--- config.mk ---
export PLATFORM = sky130hd
export DESIGN_NAME = return_stack_sequencer
export DESIGN_NICKNAME = d
export VERILOG_FILES = /design/src/include/retstack_pkg.sv /design/src/rtl/return_stack_ram.sv /design/src/rtl/return_stack_sequencer.sv
export SDC_FILE = /design/constraint.sdc
export NUM_CORES = 1
export LEC_CHECK = 0
export CORE_UTILIZATION = 60
export DETAILED_ROUTE_END_ITERATION = 7
export DONT_BUFFER_PORTS = 1
export HOLD_SLACK_MARGIN = 0.03
export PLACE_DENSITY = 0.76
export SLEW_MARGIN = 10
export SYNTH_ARGS = -nofsm -noshare
export SYNTH_HDL_FRONTEND = slang
export SYNTH_SLANG_ARGS = --single-unit
--- constraint.sdc ---
create_clock -name clock -period 5.5 [get_ports clock]
set_input_delay 0 -clock clock [delete_from_list [all_inputs] [get_ports clock]]
set_output_delay 0 -clock clock [all_outputs]
set_load 0.01 [all_outputs]
--- src/include/retstack_pkg.sv ---
// package: constants for the return-stack sequencer
// assumes a single clock, synchronous active-high reset
// Function
// [RULE1] call: pc+1, sp-1, save pc+1 at new sp, load operand into pc
// [RULE2] exit: load pc from entry at sp, then increment sp
// [RULE3] after exit-then-skip, first instruction at return address acts as no-op
// [RULE4] fetch cycle one: pc+1, sp-1, save it, load pc from table address
// [RULE5] fetch cycle two: program word to data buffer, restore pc, sp+1
// [RULE6] stack pointer is a three-bit wrapping counter over eight entries
// [RULE7] eighth entry has no storage; writes lost, reads undefined
// [RULE8] stack pointer becomes seven on power-on, chip-enable reset, clock stop
package retstack_pkg;
   localparam int unsigned PC_WIDTH = 13;
   localparam int unsigned SP_WIDTH = 3;
   localparam int unsigned DATA_WIDTH = 16;
   localparam logic [SP_WIDTH-1:0] SP_RESET = 3'h7;
   localparam logic [SP_WIDTH-1:0] SP_MISSING = 3'h7;
   localparam logic [PC_WIDTH-1:0] PC_RESET = 13'h0000;
   localparam logic [DATA_WIDTH-1:0] DBF_RESET = 16'h0000;
   typedef enum logic [2:0] {
      OP_NONE,
      OP_CALL,
      OP_EXIT,
      OP_EXIT_SKIP,
      OP_FETCH
   } op_e;
   typedef enum logic {
      ST_RUN,
      ST_FETCH2
   } seq_e;
endpackage : retstack_pkg

--- src/rtl/return_stack_ram.sv ---
// seven-entry return stack memory, registered read
// assumes index 7 is the missing entry
`timescale 1ns/100ps
`default_nettype none
module return_stack_ram
   import retstack_pkg::*;
#(
   parameter int unsigned WIDTH = PC_WIDTH
) (
   input wire logic clock,
   input wire logic wr_en,
   input wire logic [SP_WIDTH-1:0] wr_idx,
   input wire logic [WIDTH-1:0] wr_data,
   input wire logic [SP_WIDTH-1:0] rd_idx,
   output logic [WIDTH-1:0] rd_data
);
   logic [WIDTH-1:0] mem [0:6];
   always_ff @(posedge clock) begin
      if (wr_en && wr_idx != SP_MISSING) begin // see [RULE7]
         mem[wr_idx] <= wr_data;
      end
      // missing entry reads as the last word driven, i.e. undefined to software
      if (rd_idx != SP_MISSING) begin // see [RULE7]
         // same entry written and read in one cycle: pass the new word straight through
         if (wr_en && wr_idx == rd_idx) begin
            rd_data <= wr_data;
         end else begin
            rd_data <= mem[rd_idx];
         end
      end
   end
endmodule : return_stack_ram
`default_nettype wire

--- src/rtl/return_stack_sequencer.sv ---
// return-stack sequencer: pc, stack pointer, stack, table fetch
// assumes decoder presents one op per cycle while ready is high
`timescale 1ns/100ps
`default_nettype none
module return_stack_sequencer
   import retstack_pkg::*;
(
   input wire logic clock,
   input wire logic rst,
   input wire logic ce_reset,
   input wire logic clock_stop,
   input wire logic op_valid,
   input wire op_e op,
   input wire logic [PC_WIDTH-1:0] call_operand,
   input wire logic [PC_WIDTH-1:0] table_address_reg,
   input wire logic [DATA_WIDTH-1:0] prog_word,
   output logic ready,
   output logic [PC_WIDTH-1:0] pc_q,
   output logic [SP_WIDTH-1:0] stack_pointer_q,
   output logic [DATA_WIDTH-1:0] data_buffer_reg_q,
   output logic skip_q
);
   seq_e state_q, state_d;
   logic [PC_WIDTH-1:0] pc_d;
   logic [SP_WIDTH-1:0] sp_d;
   logic [DATA_WIDTH-1:0] dbf_d;
   logic skip_d;
   logic pop_pend_q, pop_pend_d;
   logic wr_en;
   logic [SP_WIDTH-1:0] wr_idx;
   logic [PC_WIDTH-1:0] entry_rd;
   logic [PC_WIDTH-1:0] pc_inc;
   logic go;
   // shadow of the latest push, so a restore can be checked without a second stack
   logic [PC_WIDTH-1:0] push_val_q, push_val_d;
   logic [SP_WIDTH-1:0] push_idx_q, push_idx_d;
   logic push_seen_q, push_seen_d;
   logic restore;

   // exits take an extra cycle for the registered stack read
   assign ready = (state_q == ST_RUN) && !pop_pend_q;
   assign go = op_valid && ready;
   assign pc_inc = pc_q + 13'h0001;
   assign restore = pop_pend_q || (state_q == ST_FETCH2);

   return_stack_ram #(.WIDTH(PC_WIDTH)) u_ram (
      .clock(clock),
      .wr_en(wr_en),
      .wr_idx(wr_idx),
      .wr_data(pc_inc),
      // next pointer, so the entry it selects stands in rd_data one cycle on
      .rd_idx(sp_d),
      .rd_data(entry_rd)
   );

   always_comb begin
      state_d = state_q;
      pc_d = pc_q;
      sp_d = stack_pointer_q;
      dbf_d = data_buffer_reg_q;
      skip_d = skip_q;
      pop_pend_d = 1'b0;
      wr_en = 1'b0;
      wr_idx = stack_pointer_q - 3'h1; // see [RULE6]
      case (state_q)
         ST_RUN: begin
            if (pop_pend_q) begin
               pc_d = entry_rd; // see [RULE2]
               sp_d = stack_pointer_q + 3'h1; // see [RULE2] [RULE6]
            end else if (go) begin
               if (skip_q) begin
                  skip_d = 1'b0; // see [RULE3]
                  pc_d = pc_inc;
               end else begin
                  case (op)
                     OP_CALL: begin
                        sp_d = wr_idx; // see [RULE1]
                        wr_en = 1'b1;
                        pc_d = call_operand;
                     end
                     OP_EXIT: pop_pend_d = 1'b1;
                     OP_EXIT_SKIP: begin
                        pop_pend_d = 1'b1;
                        skip_d = 1'b1; // see [RULE3]
                     end
                     OP_FETCH: begin
                        sp_d = wr_idx; // see [RULE4]
                        wr_en = 1'b1;
                        pc_d = table_address_reg;
                        state_d = ST_FETCH2;
                     end
                     default: pc_d = pc_inc;
                  endcase
               end
            end
         end
         ST_FETCH2: begin
            // stack read issued last cycle is ready now
            dbf_d = prog_word; // see [RULE5]
            pc_d = entry_rd;
            sp_d = stack_pointer_q + 3'h1;
            state_d = ST_RUN;
         end
         default: state_d = ST_RUN;
      endcase
      if (ce_reset || clock_stop) begin
         sp_d = SP_RESET; // see [RULE8]
      end
   end

   always_ff @(posedge clock) begin
      if (rst) begin
         state_q <= ST_RUN;
         pc_q <= PC_RESET;
         stack_pointer_q <= SP_RESET; // see [RULE8]
         data_buffer_reg_q <= DBF_RESET;
         skip_q <= 1'b0;
         pop_pend_q <= 1'b0;
      end else begin
         state_q <= state_d;
         pc_q <= pc_d;
         stack_pointer_q <= sp_d;
         data_buffer_reg_q <= dbf_d;
         skip_q <= skip_d;
         pop_pend_q <= pop_pend_d;
      end
   end

   always_comb begin
      push_val_d = push_val_q;
      push_idx_d = push_idx_q;
      push_seen_d = push_seen_q;
      if (wr_en) begin
         push_val_d = pc_inc;
         push_idx_d = wr_idx;
         push_seen_d = 1'b1;
      end
   end

   always_ff @(posedge clock) begin
      if (rst) begin
         push_val_q <= PC_RESET;
         push_idx_q <= SP_RESET;
         push_seen_q <= 1'b0;
      end else begin
         push_val_q <= push_val_d;
         push_idx_q <= push_idx_d;
         push_seen_q <= push_seen_d;
      end
   end

   call_push_a: assert property (@(posedge clock) disable iff (rst || ce_reset || clock_stop) // see [RULE1]
      go && !skip_q && op == OP_CALL |=> stack_pointer_q == $past(stack_pointer_q) - 3'h1
      && pc_q == $past(call_operand)) else $error("call did not push");

   exit_wait_a: assert property (@(posedge clock) disable iff (rst || ce_reset || clock_stop) // see [RULE2]
      go && !skip_q && (op == OP_EXIT || op == OP_EXIT_SKIP) |=> !ready && pc_q == $past(pc_q)
      && stack_pointer_q == $past(stack_pointer_q)) else $error("exit moved state too early");

   exit_pop_a: assert property (@(posedge clock) disable iff (rst) // see [RULE2]
      pop_pend_q && !ce_reset && !clock_stop |=> stack_pointer_q == $past(stack_pointer_q) + 3'h1)
      else $error("exit did not pop");

   restore_pc_a: assert property (@(posedge clock) disable iff (rst) // see [RULE2]
      restore && push_seen_q && stack_pointer_q == push_idx_q && push_idx_q != SP_MISSING
      |=> pc_q == $past(push_val_q)) else $error("restored pc is not the pushed address");

   skip_set_a: assert property (@(posedge clock) disable iff (rst) // see [RULE3]
      go && !skip_q && op == OP_EXIT_SKIP |=> skip_q)
      else $error("exit then skip did not arm the skip");

   skip_nop_a: assert property (@(posedge clock) disable iff (rst) // see [RULE3]
      skip_q && go |=> !skip_q && pc_q == $past(pc_q) + 13'h0001 && state_q == ST_RUN)
      else $error("skipped instruction had effect");

   skip_quiet_a: assert property (@(posedge clock) disable iff (rst || ce_reset || clock_stop) // see [RULE3]
      skip_q && go |=> stack_pointer_q == $past(stack_pointer_q) && ready)
      else $error("skipped instruction moved the stack");

   fetch_one_a: assert property (@(posedge clock) disable iff (rst) // see [RULE4]
      go && !skip_q && op == OP_FETCH |=> state_q == ST_FETCH2 && pc_q == $past(table_address_reg))
      else $error("fetch first cycle wrong");

   fetch_push_a: assert property (@(posedge clock) disable iff (rst || ce_reset || clock_stop) // see [RULE4]
      go && !skip_q && op == OP_FETCH |=> stack_pointer_q == $past(stack_pointer_q) - 3'h1)
      else $error("fetch did not push");

   fetch_two_a: assert property (@(posedge clock) disable iff (rst) // see [RULE5]
      state_q == ST_FETCH2 |=> data_buffer_reg_q == $past(prog_word) && ready)
      else $error("fetch second cycle wrong");

   fetch_round_a: assert property (@(posedge clock) disable iff (rst || ce_reset || clock_stop) // see [RULE5]
      go && !skip_q && op == OP_FETCH && stack_pointer_q != 3'h0 |=> ##1
      stack_pointer_q == $past(stack_pointer_q, 2) && pc_q == $past(pc_q, 2) + 13'h0001)
      else $error("fetch did not return");

   dbf_hold_a: assert property (@(posedge clock) disable iff (rst) // see [RULE5]
      state_q != ST_FETCH2 |=> data_buffer_reg_q == $past(data_buffer_reg_q))
      else $error("data buffer changed outside a fetch");

   wrap_a: assert property (@(posedge clock) disable iff (rst || ce_reset || clock_stop) // see [RULE6]
      go && !skip_q && op == OP_CALL && stack_pointer_q == 3'h0 |=> stack_pointer_q == 3'h7)
      else $error("pointer did not wrap");

   step_a: assert property (@(posedge clock) disable iff (rst) // see [RULE6]
      !rst && !ce_reset && !clock_stop |=> stack_pointer_q == $past(stack_pointer_q)
      || stack_pointer_q == $past(stack_pointer_q) + 3'h1
      || stack_pointer_q == $past(stack_pointer_q) - 3'h1) else $error("pointer jumped");

   missing_read_a: assert property (@(posedge clock) disable iff (rst) // see [RULE7]
      pop_pend_q && stack_pointer_q == SP_MISSING |-> entry_rd == $past(entry_rd))
      else $error("missing entry returned a stored word");

   sp_reset_a: assert property (@(posedge clock) // see [RULE8]
      rst || ce_reset || clock_stop |=> stack_pointer_q == SP_RESET)
      else $error("pointer not seven after reset");

   // covers: the main ways through the sequencer
   call_c: cover property (@(posedge clock) go && op == OP_CALL);
   exit_skip_c: cover property (@(posedge clock) go && op == OP_EXIT_SKIP ##[2:3] go && skip_q);
   fetch_c: cover property (@(posedge clock) state_q == ST_FETCH2);
   wrap_c: cover property (@(posedge clock) go && !skip_q && op == OP_CALL && stack_pointer_q == 3'h0);
   missing_pop_c: cover property (@(posedge clock) pop_pend_q && stack_pointer_q == SP_MISSING);
endmodule : return_stack_sequencer
`default_nettype wire

* Word level (Yosys, flattened, before mapping)
Memories as Yosys holds them, arrays and structs flattened. A register that Yosys moved wholly into a read port is not among the register bits. Cells that the tools add are included.
Word-level totals: bits in registers 35, logic and storage cells 57, bits in writable memories 91, input port bits 50, memories kept 1
Cells by class: muxes and demuxes 26, reductions and logical operators 10, bitwise operators 3, $add $sub $neg 3, eq/ne operators 8
Memory list:
- u_ram.mem | words 7, width 13, read ports 1, clocked after memory_dff 1, wr ports 1, RTL line return_stack_ram.sv:17 | logic [WIDTH-1:0] mem [0:6];
Operators by type and width (count):
- $mux W13 | 3
- $pmux W13 S3 | 1
- $pmux W13 S2 | 1
- $mux W3 | 5
- $mux W1 | 14
- $add A13 B1 Y13 const B | 1
- $ne A3 B3 Y1 const B | 3
- $eq A3 B2 Y1 const B | 2
- $pmux W3 S2 | 1
- $reduce_or A5 Y1 | 1
- $ne A4 B4 Y1 const B | 1
- $reduce_or A2 Y1 | 2
- $add A3 B1 Y3 const B | 1
- $eq A3 B1 Y1 const B | 1
- $eq A3 B3 Y1 const B | 1
- $logic_and A1 B1 Y1 | 3
- $not A1 Y1 | 3
- $reduce_and A3 Y1 | 1
- $sub A3 B1 Y3 const B | 1
- $pmux W1 S2 | 1
- $reduce_and A2 Y1 | 1
- $logic_not A1 Y1 | 1
- $logic_or A1 B1 Y1 | 1

* Logic depth before layout (Yosys ltp)
Gate-level depths: netlist (run 1).
word-level depth 10, depth in mapped cells 10, depth with buffers taken out 8

* By module
A second synthesis (run 1) with hierarchy kept.
Second synthesis, totals: cells, all modules 463, area, all modules 6332.3 sq um
Modules (own cells, without submodules):
- return_stack_ram | area each 4286.6 sq um, cells each 230, instances 1
- return_stack_sequencer | area each 2045.7 sq um, cells each 233, instances 1

* Worst setup path before layout (run 1)
Ideal clock, no wire load.
path kind register to register, start point register stack_pointer_q[0], end point memory u_ram.mem[3][0] (netlist bit) (enable), stages on the path, launching flop included 6, setup time 400 ps, path slack 2911 ps, data arrival time 2189 ps, required time 5100 ps, period minus slack after synthesis 2589 ps, cell sequence dfxtp_1 -> inv_1 -> ha_1 -> xnor2_1 -> nand2_1 -> nor3_1
Between the ends: cells in the longest elaborated chain, start to end 5
RTL lines:
- start: declaration | RTL line return_stack_sequencer.sv:19 | output logic [SP_WIDTH-1:0] stack_pointer_q,
- start signal: assignment | RTL line return_stack_sequencer.sv:122 | stack_pointer_q <= sp_d;
- $sub A3 B1 Y3 (*) | RTL line return_stack_sequencer.sv:64 | wr_idx = stack_pointer_q - 3'h1;
- $ne A3 B3 Y1 | RTL line return_stack_ram.sv:19 | if (wr_en && wr_idx != SP_MISSING) begin
- $logic_and A1 B1 Y1 | RTL line return_stack_ram.sv:19
- $mux W1 | RTL line return_stack_ram.sv:19
- $mux W1 (implied by the code) | RTL line return_stack_ram.sv:20 | mem[wr_idx] <= wr_data;
- end: declaration | RTL line return_stack_ram.sv:17
Mark *: on every way between the ends. The rest lies on a longest branch, timed or not.

* Worst setup path after layout (run 1)
start point register state_q, end point register pc_q[11]
Between the ends: cells in the longest elaborated chain, start to end 5, elaborated cells between the ends (all ways) 7, classes of those cells eq/ne: 2; mux: 1; bitwise: 1; reduce/logical: 3
RTL lines:
- start: declaration | RTL line return_stack_sequencer.sv:23 | seq_e state_q, state_d;
- start signal: assignment | RTL line return_stack_sequencer.sv:120 | state_q <= state_d;
- $not A1 Y1
- $logic_and A1 B1 Y1 | RTL line return_stack_sequencer.sv:41 | assign ready = (state_q == ST_RUN) && !pop_pend_q;
- net ready | RTL line return_stack_sequencer.sv:17 | output logic ready,
- $logic_and A1 B1 Y1 | RTL line return_stack_sequencer.sv:42 | assign go = op_valid && ready;
- $ne A3 B3 Y1 (no source line)
- $reduce_and A2 Y1 (no source line)
- end signal: assignment | RTL line return_stack_sequencer.sv:121 | pc_q <= pc_d;
- end: declaration | RTL line return_stack_sequencer.sv:18 | output logic [PC_WIDTH-1:0] pc_q,
The timed path passes the listed nets, and every way through them passes these cells. A chain may end at the register's enable or synchronous reset.

==> results.md, run 1 <==
* Fin. Hold Viols at 0
* Setup WS pre-CTS at ~1.8 ns
* Unrepaired setup endpoints after global routing: false
* Part of the power in combinational logic at 0.082
* Post-synthesis net count at between 500 and 600
* Dpl cells at between 600 and 700
* Placed wire-length estimate at 9390 microns
* Initial antenna violation count at 0
* GP Congestion at about 0.85
* H-tree depth at 4
* Die ar. at 11,000 sq um
* Max_cap viols at 0
* Layout cells sized above 1 at 0.0961
* Cts repair resizes at 0
* Clock power share at 0.457
* Setup CP Type: register to register
* Seq/Total Area, Yosys at 0.605
* Worst R2R Path Depth at 7
* Pin count of the biggest net entering global routing at 57
* Core Area at slightly above 10,000 sq um
* DRC at 0
* I/O pins at 84
* Reg2reg end: pc_q[11]
* PwrDens at 339 nW/um^2
* Hold Path Depth at 3
* Global-route wire length before repair at approximately 26,000 microns
* Setup tns final at 0 ns
* Total number of vias at between 4k and 5k
* Slew headroom at 0.179
* Filler cell count at 642
* R2R setup slack at about 1.5 ns
* Initial DRC count at about 600
* Internal power at between 1.5 and 2 mW
* Pleak at 2.66 nW
* Cell Area, Synth at between 6000 and 7000 sq um
* Hold endpoint: pc_q[5]
* Yosys warns at 0
* Final setup viols at 0
* Clock slew at reported path FFs at roughly 0.060 ns
* CTS Sinks at 139
* First-pass DRT Iterations at 5
* Total Power at 2.58 mW
* Placed inst area at 6340 sq um
* Actual slew at the worst max-slew pin at between 1 and 1.5 ns
* Slew Limit Fails at 0
* Die Wd at 105 microns
* Number of global-route vias before repair at approximately 4.8k
* Final instance area at about 7600 sq um
* CTS tree: yes
* Seq pwr share at 0.461
* Critical path data arrival time at between 4 and 5 ns
* Post-Syn Instances at 530
* Max FO, Critical Path at 18
* Final Non-Filler Cells at approximately 730
* Starting Density at 0.615
* Final antenna-violating net count at 0
* Routed WL per cell at roughly 23 microns
* Root Driver: clkbuf_8
* Post-synth EDFFs at 104
* Area grow syn2layout at 20.3%
* TritonCTS Buffers at 17
* Global route total overflow at 0
* Post-synthesis area per instance at 11.9 sq um
* Reg2Reg Launch Point: state_q
* Port buffer count at 0
* GRT Total Usage at 0.316
* Status: completed
* Net Sw Power at around 0.6 mW
* Worst setup margin at around 1.5 ns
* Fin nets at about 630
* Fin util at 0.740
* Site Rows at 37
* WP data required at around 6.0 ns
* Seq cells post-synth at between 100 and 150
* Async S/R FF share, synth at 0
* CP startpoint kind: register
* Crit path time final at 4.03 ns
* Hold WC Path Type: input port to register
* Ys flop type: edfxtp_1
* Clock skew at 0.00644 ns
* Worst skew pair latency at 0.54 ns
* Peak VDD IR at between 0.3 and 0.4 mV
* Die Ht at between 100 and 150 microns
* N_diodes at 0
* Worst Hold Slack at 0.125 ns
* Via density at roughly 6.6
* Crit end category: register
* Achievable clock frequency at about 250 MHz
* Hold path startpoint: table_address_reg[5]
* Switch share at 0.236
* Longest Clk Path Bufs at 2
* Period Utilization, post-route at 0.732
* Detailed Route WL at approximately 17,000 microns
* Unique masters post-synth at 59
sequential cells by signal (all words and copies together) (netlist names):
signal             count
state_q                1
stack_pointer_q        3
u_ram.rd_data         13
pop_pend_q             1
pc_q                  13
u_ram.mem             91
data_buffer_reg_q     16
skip_q                 1
power groups by stage:
stage	logic [mW]	registers, mW	clock network, mW
2_1_floorplan	0.126	1.20	0
3_3_place_gp	0.155	1.21	0
3_5_place_dp	0.159	1.21	0
5_1_grt	0.225	1.19	1.22
4_1_cts	0.201	1.19	1.18
6_report	0.211	1.19	1.18
critical path: stages (launching register included):
cell	delay [ns]
dfxtp_1	0.66
or2_4	0.50
inv_1	0.51
nand3_1	0.54
a211o_1	0.43
dlygate4sd3_1	0.56
a21oi_1	0.16
dlygate4sd3_1	0.60
metal layers:
layer,track usage,vias up,part of all wire
met1,0.391,2336,0.37
met4,0.177,0,0.047
met3,0.0717,68,0.073
li1,-,2119,-
met5,0,-,0
met2,0.515,281,0.51
cells by family after synthesis:
group	count (synthesis)	share of synthesized area
flip-flops	139	0.605
multiplexers	29	0.0459
AO/OA/AOI/OAI	144	0.166
AND/OR/NAND/NOR	159	0.121
adder cells (fa/ha/maj)	4	0.00792
buffers and inverters	41	0.0334
XOR/XNOR	14	0.0206
placed cells by master (no fill, tap or decap), types with 5 or more instances in the layout:
cell type,instances
a211oi_1,12
a2111o_1,12
inv_1,7
nor2_2,5
o211ai_1,10
nor2_1,43
a221o_1,9
edfxtp_1,104
nor4_1,5
mux2i_1,29
clkbuf_16,20
nor3_1,5
o211ai_2,6
dfxtp_1,35
a21boi_0,12
nand2_1,47
dlygate4sd3_1,61
a21oi_1,27
nand3_1,10
o21ai_0,30
o21ai_1,5
and3_1,15
xnor2_1,9
area by class of cell:
class	count	area, sq um	share of cell area
Tap cell	136	170	0.0224
Sequential cell	139	3820	0.503
Clock inverter	9	93.8	0.0123
Timing Repair Buffer	65	653	0.0858
Clock buffer	23	532	0.0699
Multi-Input combinational cell	350	2310	0.304
Inverter	7	26.3	0.00345
what timing repair did:
action / CTS / global route
hold endpoints to repair: 35 / 0
setup buffers: 0 / 0
hold buffers: 62 / 0
cells in the mapped netlist, types with 4 or more instances:
cell / count / area [sq um]
a21oi_1: 27 / 135
a22oi_1: 4 / 30.0
o211ai_2: 6 / 75.1
o21ai_1: 5 / 25.0
nor4_1: 5 / 31.3
o211ai_1: 10 / 75.1
a211oi_1: 12 / 90.1
a21boi_0: 12 / 90.1
nand3_1: 10 / 50.1
clkbuf_1: 20 / 75.1
and2_1: 4 / 25.0
a2111o_1: 12 / 135
nor2_1: 48 / 180
inv_1: 7 / 26.3
o21ai_0: 30 / 150
and3_1: 15 / 93.8
a221o_1: 9 / 90.1
xor2_1: 4 / 35.0
buf_6: 4 / 45.0
nor3_1: 6 / 30.0
xnor2_1: 9 / 78.8
nand2_1: 47 / 176
ha_1: 4 / 50.1
buf_2: 7 / 35.0
mux2i_1: 29 / 290
dfxtp_1: 35 / 701
edfxtp_1: 104 / 3120
worst max-delay path by stage:
stage	start	to	slack (ns)	cells after the start
after global routing	state_q	pc_q[11]	1.41	7
after CTS	state_q	u_ram.rd_data[1]	1.76	6
final	state_q	pc_q[11]	1.47	7
after detailed placement	state_q	u_ram.rd_data[12]	1.79	6
after global placement	state_q	u_ram.rd_data[7]	1.91	6
after floorplan	stack_pointer_q[0]	u_ram.mem[3][0]	2.91	5
Note: power is estimated with default switching activity, not from simulation.
==> run 2: changes to the inputs <==
--- a/config.mk
+++ b/config.mk
@@ -5,6 +5,7 @@
 export SDC_FILE = /design/constraint.sdc
 export NUM_CORES = 1
 export LEC_CHECK = 0
+export ABC_AREA = 1
 export CORE_UTILIZATION = 60
 export DETAILED_ROUTE_END_ITERATION = 7
 export DONT_BUFFER_PORTS = 1
==> constraint.sdc (replaced) <==
create_clock -name clock -period 4 [get_ports clock]
set_input_delay 0 -clock clock [delete_from_list [all_inputs] [get_ports clock]]
set_output_delay 0 -clock clock [all_outputs]
set_load 0.01 [all_outputs]
==> run 2 against run 1 <==
Against the previous run:
- core utilization rose by 0.48 points
- final cell count is 24% higher
- via count increased by 15%
- worst setup slack worse by 0.90 ns
- wire length rose by 8.9%
- critical endpoint is now u_ram.rd_data[8]
==> results.md, run 2 <==
* Status: completed
* Yosys warns at 0 (unchanged)
* Unique masters post-synth at 40 (-32%)
* CTS Sinks at 139 (unchanged)
* Worst R2R Path Depth at 13 (+6)
* R2R setup slack at 0.57 ns (-0.90 ns)
* CP max stage delay at 0.59 ns (-0.07 ns)
* PwrDens at 431 nW/um^2 (+27%)
* H-tree depth at 4 (unchanged)
* First-pass DRT Iterations at 6 (+1)
* Largest regs: u_ram.mem: 91 flops, data_buffer_reg_q: 16 flops
* Filler cell count at 693 (+7.9%)
* Fin. Hold Viols at 0 (unchanged)
* Site Rows at 37 (unchanged)
* Unrepaired setup endpoints after global routing: false
* Slowest cell on the critical path: dfxtp_1
* Global-route wire length before repair at 29,100 microns (+12%)
* N_diodes at 0 (unchanged)
* Initial DRC count at 504 (-15%)
* Routed WL per cell at 19.9 microns (-12%)
* Pin count of the biggest net entering global routing at 41 (-28%)
* Reg2Reg Launch Point: stack_pointer_q[0]
* CTS tree: yes
* Placed wire-length estimate at 10,500 microns (+12%)
* Max_cap viols at 0 (unchanged)
* Initial antenna violation count at 0 (unchanged)
* Start point of the critical path: stack_pointer_q[0]
* CP startpoint kind: register
* Total Power at 3.36 mW (+30%)
* Layout cells sized above 1 at 0.0948 (-0.00132)
* Max FFs per register at 91 (unchanged)
* Post-Syn Instances at 702 (+32%)
* Seq cells post-synth at 139 (unchanged)
* Share of the synthesized area in the top cell type at 0.478 (-0.0160)
* TritonCTS Buffers at 17 (unchanged)
* Achievable clock frequency at 292 MHz (+17%)
* Number of global-route vias before repair at 5,601 (+17%)
* Area grow syn2layout at 19.3%
* Net Sw Power at 0.873 mW (+43%)
* Actual slew at the worst max-slew pin at 0.991 ns (-0.236 ns)
* Via density at 6.09 (-7.6%)
* Post-synthesis net count at 756 (+29%)
* Die ar. at 11,300 sq um (+3.3%)
* Post-CTS Setup Repair Bufs at 0 (unchanged)
* Post-synth EDFFs at 104 (unchanged)
* Global route total overflow at 0 (unchanged)
* Slew headroom at 0.335 (+0.156)
* Clock slew at reported path FFs at 0.06 ns (about the same)
* Final Non-Filler Cells at 906 (+24%)
* Hold WC Path Type: input port to register
* Cell Area, Synth at 6530 sq um (+3.3%)
* Most frequent cells in the layout: nand2_1 (150), inv_1 (109), edfxtp_1 (104)
* Commonest cells in the netlist: nand2_1 (150), inv_1 (109), edfxtp_1 (104)
* Setup CP Type: register to register
* Crit end category: register
* I/O pins at 84 (unchanged)
* Reg2reg end: u_ram.rd_data[8]
* Critical path data arrival time at 3.82 ns (-0.68 ns)
* WP data required at 4.39 ns (-1.58 ns)
* Peak VDD IR at 0.423 mV (+28%)
* Largest Register: u_ram.mem
* Period Utilization, post-route at 0.857 (+0.125)
* Setup tns final at 0 ns (unchanged)
* Core Area at 10,500 sq um (+1.8%)
* Max FO, Critical Path at 15 (-3)
* Clock power share at 0.428 (-0.029)
* Ys flop type: edfxtp_1
* Detailed Route WL at 18,100 microns (+8.9%)
* Hold path startpoint: rst
* GP Congestion at 0.882 (+3.7%)
* Slew Limit Fails at 0 (unchanged)
* DRC at 0 (unchanged)
* Pleak at 3.34 nW (+25%)
* CP Capture Point: u_ram.rd_data[8]
* Root Driver: clkbuf_8
* Internal power at 2.49 mW (+26%)
* Final antenna-violating net count at 0 (unchanged)
* Top post-synthesis cells by area: edfxtp_1 (48%), dfxtp_1 (11%), nand2_1 (8.6%)
* Fin nets at 811 (+28%)
* Most common cell after layout, fill and taps aside: nand2_1
* Count leader, synth: nand2_1
* Seq pwr share at 0.486 (+0.025)
* GRT Total Usage at 0.344 (+0.0282)
* Longest Clk Path Bufs at 2 (unchanged)
* Seq/Total Area, Yosys at 0.585 (-0.0196)
* Total number of vias at 5,518 (+15%)
* Die Ht at 106 microns (+1.6%)
* Post-synthesis area per instance at 9.31 sq um (-22%)
* Die Wd at 106 microns (+1.6%)
* Final setup viols at 0 (unchanged)
* Sequence of cells on the critical path: inv_1, ha_1, xnor2_1, nand3_2, nand3_2, nand2_4, inv_4, nor2_1, nor2_2, nand2_2, inv_2, nand2_1, nand2_1
* Async S/R FF share, synth at 0 (unchanged)
* Starting Density at 0.624 (+0.00932)
* Clock skew at 0.00905 ns (+0.00261 ns)
* Port buffer count at 0 (unchanged)
* Crit path time final at 3.43 ns (-0.597 ns)
* Worst skew pair latency at 0.53 ns (about the same)
* Switch share at 0.260 (+0.0237)
* Part of the power in combinational logic at 0.086 (+0.004)
* Area leader, netlist: edfxtp_1
* Dpl cells at 817 (+29%)
==> run 2: cell count changes after synthesis, sizes merged, moves of 7 or more <==
| cell | delta |
|---|---|
| o21ai | -13 |
| a21boi | -13 |
| inv | +108 |
| o221ai | +7 |
| nand4 | +38 |
| mux2i | -29 |
| a221o | -9 |
| nand2 | +108 |
| a2111o | -12 |
| a211oi | -11 |
| a21oi | -18 |
| nand3 | +77 |
| and3 | -15 |
| o211ai | -15 |
==> run 2: how the worst min path moves through the flow <==
| stage | to | slack (ns) | cells past startpoint |
|---|---|---|---|
| 6_report | stack_pointer_q[2] | 0.08 | 2 |
| 2_1_floorplan | pc_q[1] | 0.07 | 1 |
| 3_5_place_dp | pc_q[6] | 0.08 | 1 |
| 4_1_cts | stack_pointer_q[2] | 0.05 | 2 |
| 5_1_grt | pc_q[0] | 0.12 | 4 |
| 3_3_place_gp | pc_q[5] | 0.07 | 1 |
==> run 2: what timing repair did <==
item                      CTS  global route
hold endpoints to repair   35             0
resized for setup           0             0
hold buffers               57             0
==> run 2: layout make-up <==
type / instances / area (sq um) / share of cell area
clock buffer: 18 / 428 / 0.0549
clock inverter: 14 / 114 / 0.0146
inverter: 116 / 438 / 0.0562
multi-input combinational: 414 / 2160 / 0.277
sequential: 139 / 3820 / 0.490
tap: 136 / 170 / 0.0218
timing repair buffer: 69 / 661 / 0.0847
==> run 2: worst max-delay path, delay by kind of cell, from the launching register on <==
kind,cells,cell delay [ns]
and+or+nand+nor,8,1.19
xor gates and xnor gates,1,0.51
buffers and inverters,3,0.73
DFF,1,0.59
adders and majority gates,1,0.28
==> run 2: kinds of logic after synthesis <==
| logic type | count (synthesis) | share of synthesized area |
|---|---|---|
| xor gates and xnor gates | 12 | 0.0161 |
| buffers and inverters | 149 | 0.0906 |
| adders and majority gates | 4 | 0.00766 |
| AOI/OAI and AO/OA | 56 | 0.0555 |
| DFF | 139 | 0.585 |
| and+or+nand+nor | 342 | 0.245 |
==> run 2: per-stage QoR <==
stage                     cell area [sq um]  worst slack [ns]  utilization  hold slack (ns)
after global placement                 6680             0.962        0.639           0.0724
final                                  7800             0.572        0.745           0.0838
after floorplan                        6530             0.821            -           0.0694
after global routing                   7800             0.305        0.745            0.124
after CTS                              7800             0.616        0.745           0.0482
after detailed placement               6680             0.665        0.639           0.0751
==> run 2: layer usage <==
layer | global-route usage | vias up | wire length, microns
li1 | - | 2479 | -
met1 | 0.443 | 2585 | 6940
met2 | 0.547 | 389 | 8470
met3 | 0.0981 | 65 | 2060
met4 | 0.147 | 0 | 599
met5 | 0 | - | 0
==> run 2: power groups by stage <==
stage	combinational [mW]	clock, mW	sequential, mW
finish	0.288	1.44	1.63
global route	0.308	1.50	1.64
CTS	0.270	1.43	1.63
detailed placement	0.215	0	1.66
global placement	0.206	0	1.66
floorplan	0.157	0	1.65
==> run 3: changes to the inputs <==
--- a/config.mk
+++ b/config.mk
@@ -5,7 +5,6 @@
 export SDC_FILE = /design/constraint.sdc
 export NUM_CORES = 1
 export LEC_CHECK = 0
-export ABC_AREA = 1
 export CORE_UTILIZATION = 60
 export DETAILED_ROUTE_END_ITERATION = 7
 export DONT_BUFFER_PORTS = 1
==> run 3 against run 2 <==
Against the previous run:
- cell area shrank 1.3%
- hold slack lost 0.018 ns
- core utilization rose by 0.39 points
- critical endpoint is now pc_q[3]
- wire length is 3.0% lower
==> results.md, run 3 (synthesis gave the netlist of run 1 again) <==
* Status: completed
* Initial DRC count at 631 (+25%)
* Slew Limit Fails at 0 (unchanged)
* Total Power at 3.48 mW (+3.5%)
* Fin util at 0.749 (+0.00393)
* Worst setup margin at 0.441 ns (-0.130 ns)
* First-pass DRT Iterations at 5 (-1)
* Site Rows at 37 (unchanged)
* Largest regs: u_ram.mem: 91 flops, data_buffer_reg_q: 16 flops
* Setup tns final at 0 ns (unchanged)
* Cts repair resizes at 0 (unchanged)
* Net Sw Power at 0.884 mW (+1.3%)
* Die Wd at 105 microns (-1.6%)
* Placed wire-length estimate at 9300 microns (-11%)
* Hold_buf cts at 66 (+16%)
* Core Area at 10,300 sq um (-1.8%)
* Total number of vias at 5,007 (-9.3%)
* Most frequent cells in the layout: edfxtp_1 (104), dlygate4sd3_1 (65), nand2_1 (47), nor2_1 (47), dfxtp_1 (35)
* Root Driver: clkbuf_8
* GP Congestion at 0.867 (-1.7%)
* Area grow syn2layout at 21.8%
* Detailed Route WL at 17,500 microns (-3.0%)
* Longest Clk Path Bufs at 2 (unchanged)
* Internal power at 2.59 mW (+4.3%)
* Max FO, Critical Path at 16 (+1)
* Layout cells sized above 1 at 0.108 (+0.0136)
* Setup CP Type: register to register
* Final antenna-violating net count at 0 (unchanged)
* Part of the power in combinational logic at 0.086 (about the same)
* Final Non-Filler Cells at 745 (-18%)
* Via density at 6.72 (+10%)
* Fin. Hold Viols at 0 (unchanged)
* Dpl cells at 647 (-21%)
* I/O pins at 84 (unchanged)
* Seq pwr share at 0.470 (-0.016)
* Most common cell after layout, fill and taps aside: edfxtp_1
* Slew headroom at 0.322 (-0.0127)
* Max_cap viols at 0 (unchanged)
* Placed inst area at 6430 sq um (-3.8%)
* Number of global-route vias before repair at 4,964 (-11%)
* Filler cell count at 619 (-11%)
* Achievable clock frequency at 281 MHz (-3.7%)
* Setup WS pre-CTS at 0.864 ns (+0.200 ns)
* Largest Register: u_ram.mem
* PwrDens at 452 nW/um^2 (+4.9%)
* Initial antenna violation count at 0 (unchanged)
* Critical path data arrival time at 3.98 ns (+0.16 ns)
* Port buffer count at 0 (unchanged)
* Crit path time final at 3.56 ns (+0.130 ns)
* DRC at 0 (unchanged)
* Clock power share at 0.444 (+0.016)
* Actual slew at the worst max-slew pin at 1.02 ns (+0.0262 ns)
* Hold WC Path Type: input port to register
* Routed WL per cell at 23.5 microns (+18%)
* Worst Hold Slack at 0.0656 ns (-0.0181 ns)
* N_diodes at 0 (unchanged)
* Multi-input logic area at 2300 sq um (+6.4%)
* Post-CTS Setup Repair Bufs at 0 (unchanged)
* Pleak at 2.75 nW (-18%)
* Switch share at 0.254 (-0.00567)
* Crit end category: register
* Clock skew at 0.0121 ns (+0.00307 ns)
* TritonCTS Buffers at 17 (unchanged)
* Storage cell area at 3820 sq um (unchanged)
* Period Utilization, post-route at 0.890 (+0.0325)
* GRT Total Usage at 0.332 (-0.0123)
* Global route total overflow at 0 (unchanged)
* Unrepaired setup endpoints after global routing: false
* H-tree depth at 4 (unchanged)
* WP data required at 4.42 ns (+0.03 ns)
* Die Ht at 105 microns (-1.6%)
* CTS tree: yes
* Pin count of the biggest net entering global routing at 54 (+32%)
* Peak VDD IR at 0.349 mV (-17%)
* CP startpoint kind: register
* Global-route wire length before repair at 27,200 microns (-6.4%)
* Fin nets at 650 (-20%)
* Final setup viols at 0 (unchanged)
* CTS Sinks at 139 (unchanged)
* Worst skew pair latency at 0.53 ns (about the same)
* Die ar. at 11,000 sq um (-3.2%)
* Starting Density at 0.615 (-0.00932)
* Final instance area at 7700 sq um (-1.3%)
* Clock slew at reported path FFs at 0.07 ns (about the same)
* Max FFs per register at 91 (unchanged)
[run 3: cell types whose count changed in the layout (fill, tap and decap cells not counted), sizes merged, moves of 8 or more]
cell | previous run | this run
nand4 | 40 | 2
a221o | 0 | 9
a211oi | 2 | 13
inv | 120 | 16
o211ai | 1 | 16
a2111o | 0 | 12
dlygate4sd3 | 57 | 65
nand2 | 155 | 47
and3 | 0 | 15
nand3 | 87 | 10
a21oi | 9 | 27
o21ai | 22 | 35
mux2i | 0 | 29
a21boi | 0 | 13
[run 3: layout make-up]
cell class	instances	share of cell area
Multi-Input combinational cell	350	0.299
Tap cell	136	0.0221
Sequential cell	139	0.497
Inverter	7	0.00341
Timing Repair Buffer	81	0.102
Clock inverter	12	0.0153
Clock buffer	20	0.0621
[run 3: worst paths after layout]
path	from	endpoint	slack, ns	cells after the start
hold / removal	call_operand[2]	pc_q[2]	0.07	3
setup / recovery	state_q	pc_q[3]	0.44	8
setup reg to reg	state_q	pc_q[3]	0.44	8
hold reg to reg	pc_q[8]	pc_q[8]	0.60	2
[run 3: power groups by stage]
| stage | Combinational [mW] | Clock [mW] | Sequential [mW] |
|---|---|---|---|
| after floorplan | 0.173 | 0 | 1.65 |
| after global placement | 0.214 | 0 | 1.66 |
| after detailed placement | 0.220 | 0 | 1.66 |
| after CTS | 0.280 | 1.54 | 1.63 |
| after global routing | 0.318 | 1.60 | 1.64 |
| final | 0.299 | 1.54 | 1.64 |
[run 3: layer usage]
| metal | share of wire | wire length, microns | vias up | track usage |
|---|---|---|---|---|
| li1 | - | - | 2143 | - |
| met1 | 0.37 | 6420 | 2404 | 0.409 |
| met2 | 0.49 | 8600 | 363 | 0.535 |
| met3 | 0.093 | 1630 | 97 | 0.0767 |
| met4 | 0.050 | 880 | 0 | 0.199 |
| met5 | 0 | 0 | - | 0 |
[run 3: critical path, cell delays in order, from the launching register on]
cell and delay, ns:
dfxtp_1 0.34, or2_4 0.33, inv_1 0.53, nand3_1 0.53, a221o_1 0.41, dlygate4sd3_1 0.56, a21oi_1 0.12, nor4_1 0.06
dlygate4sd3_1 0.55
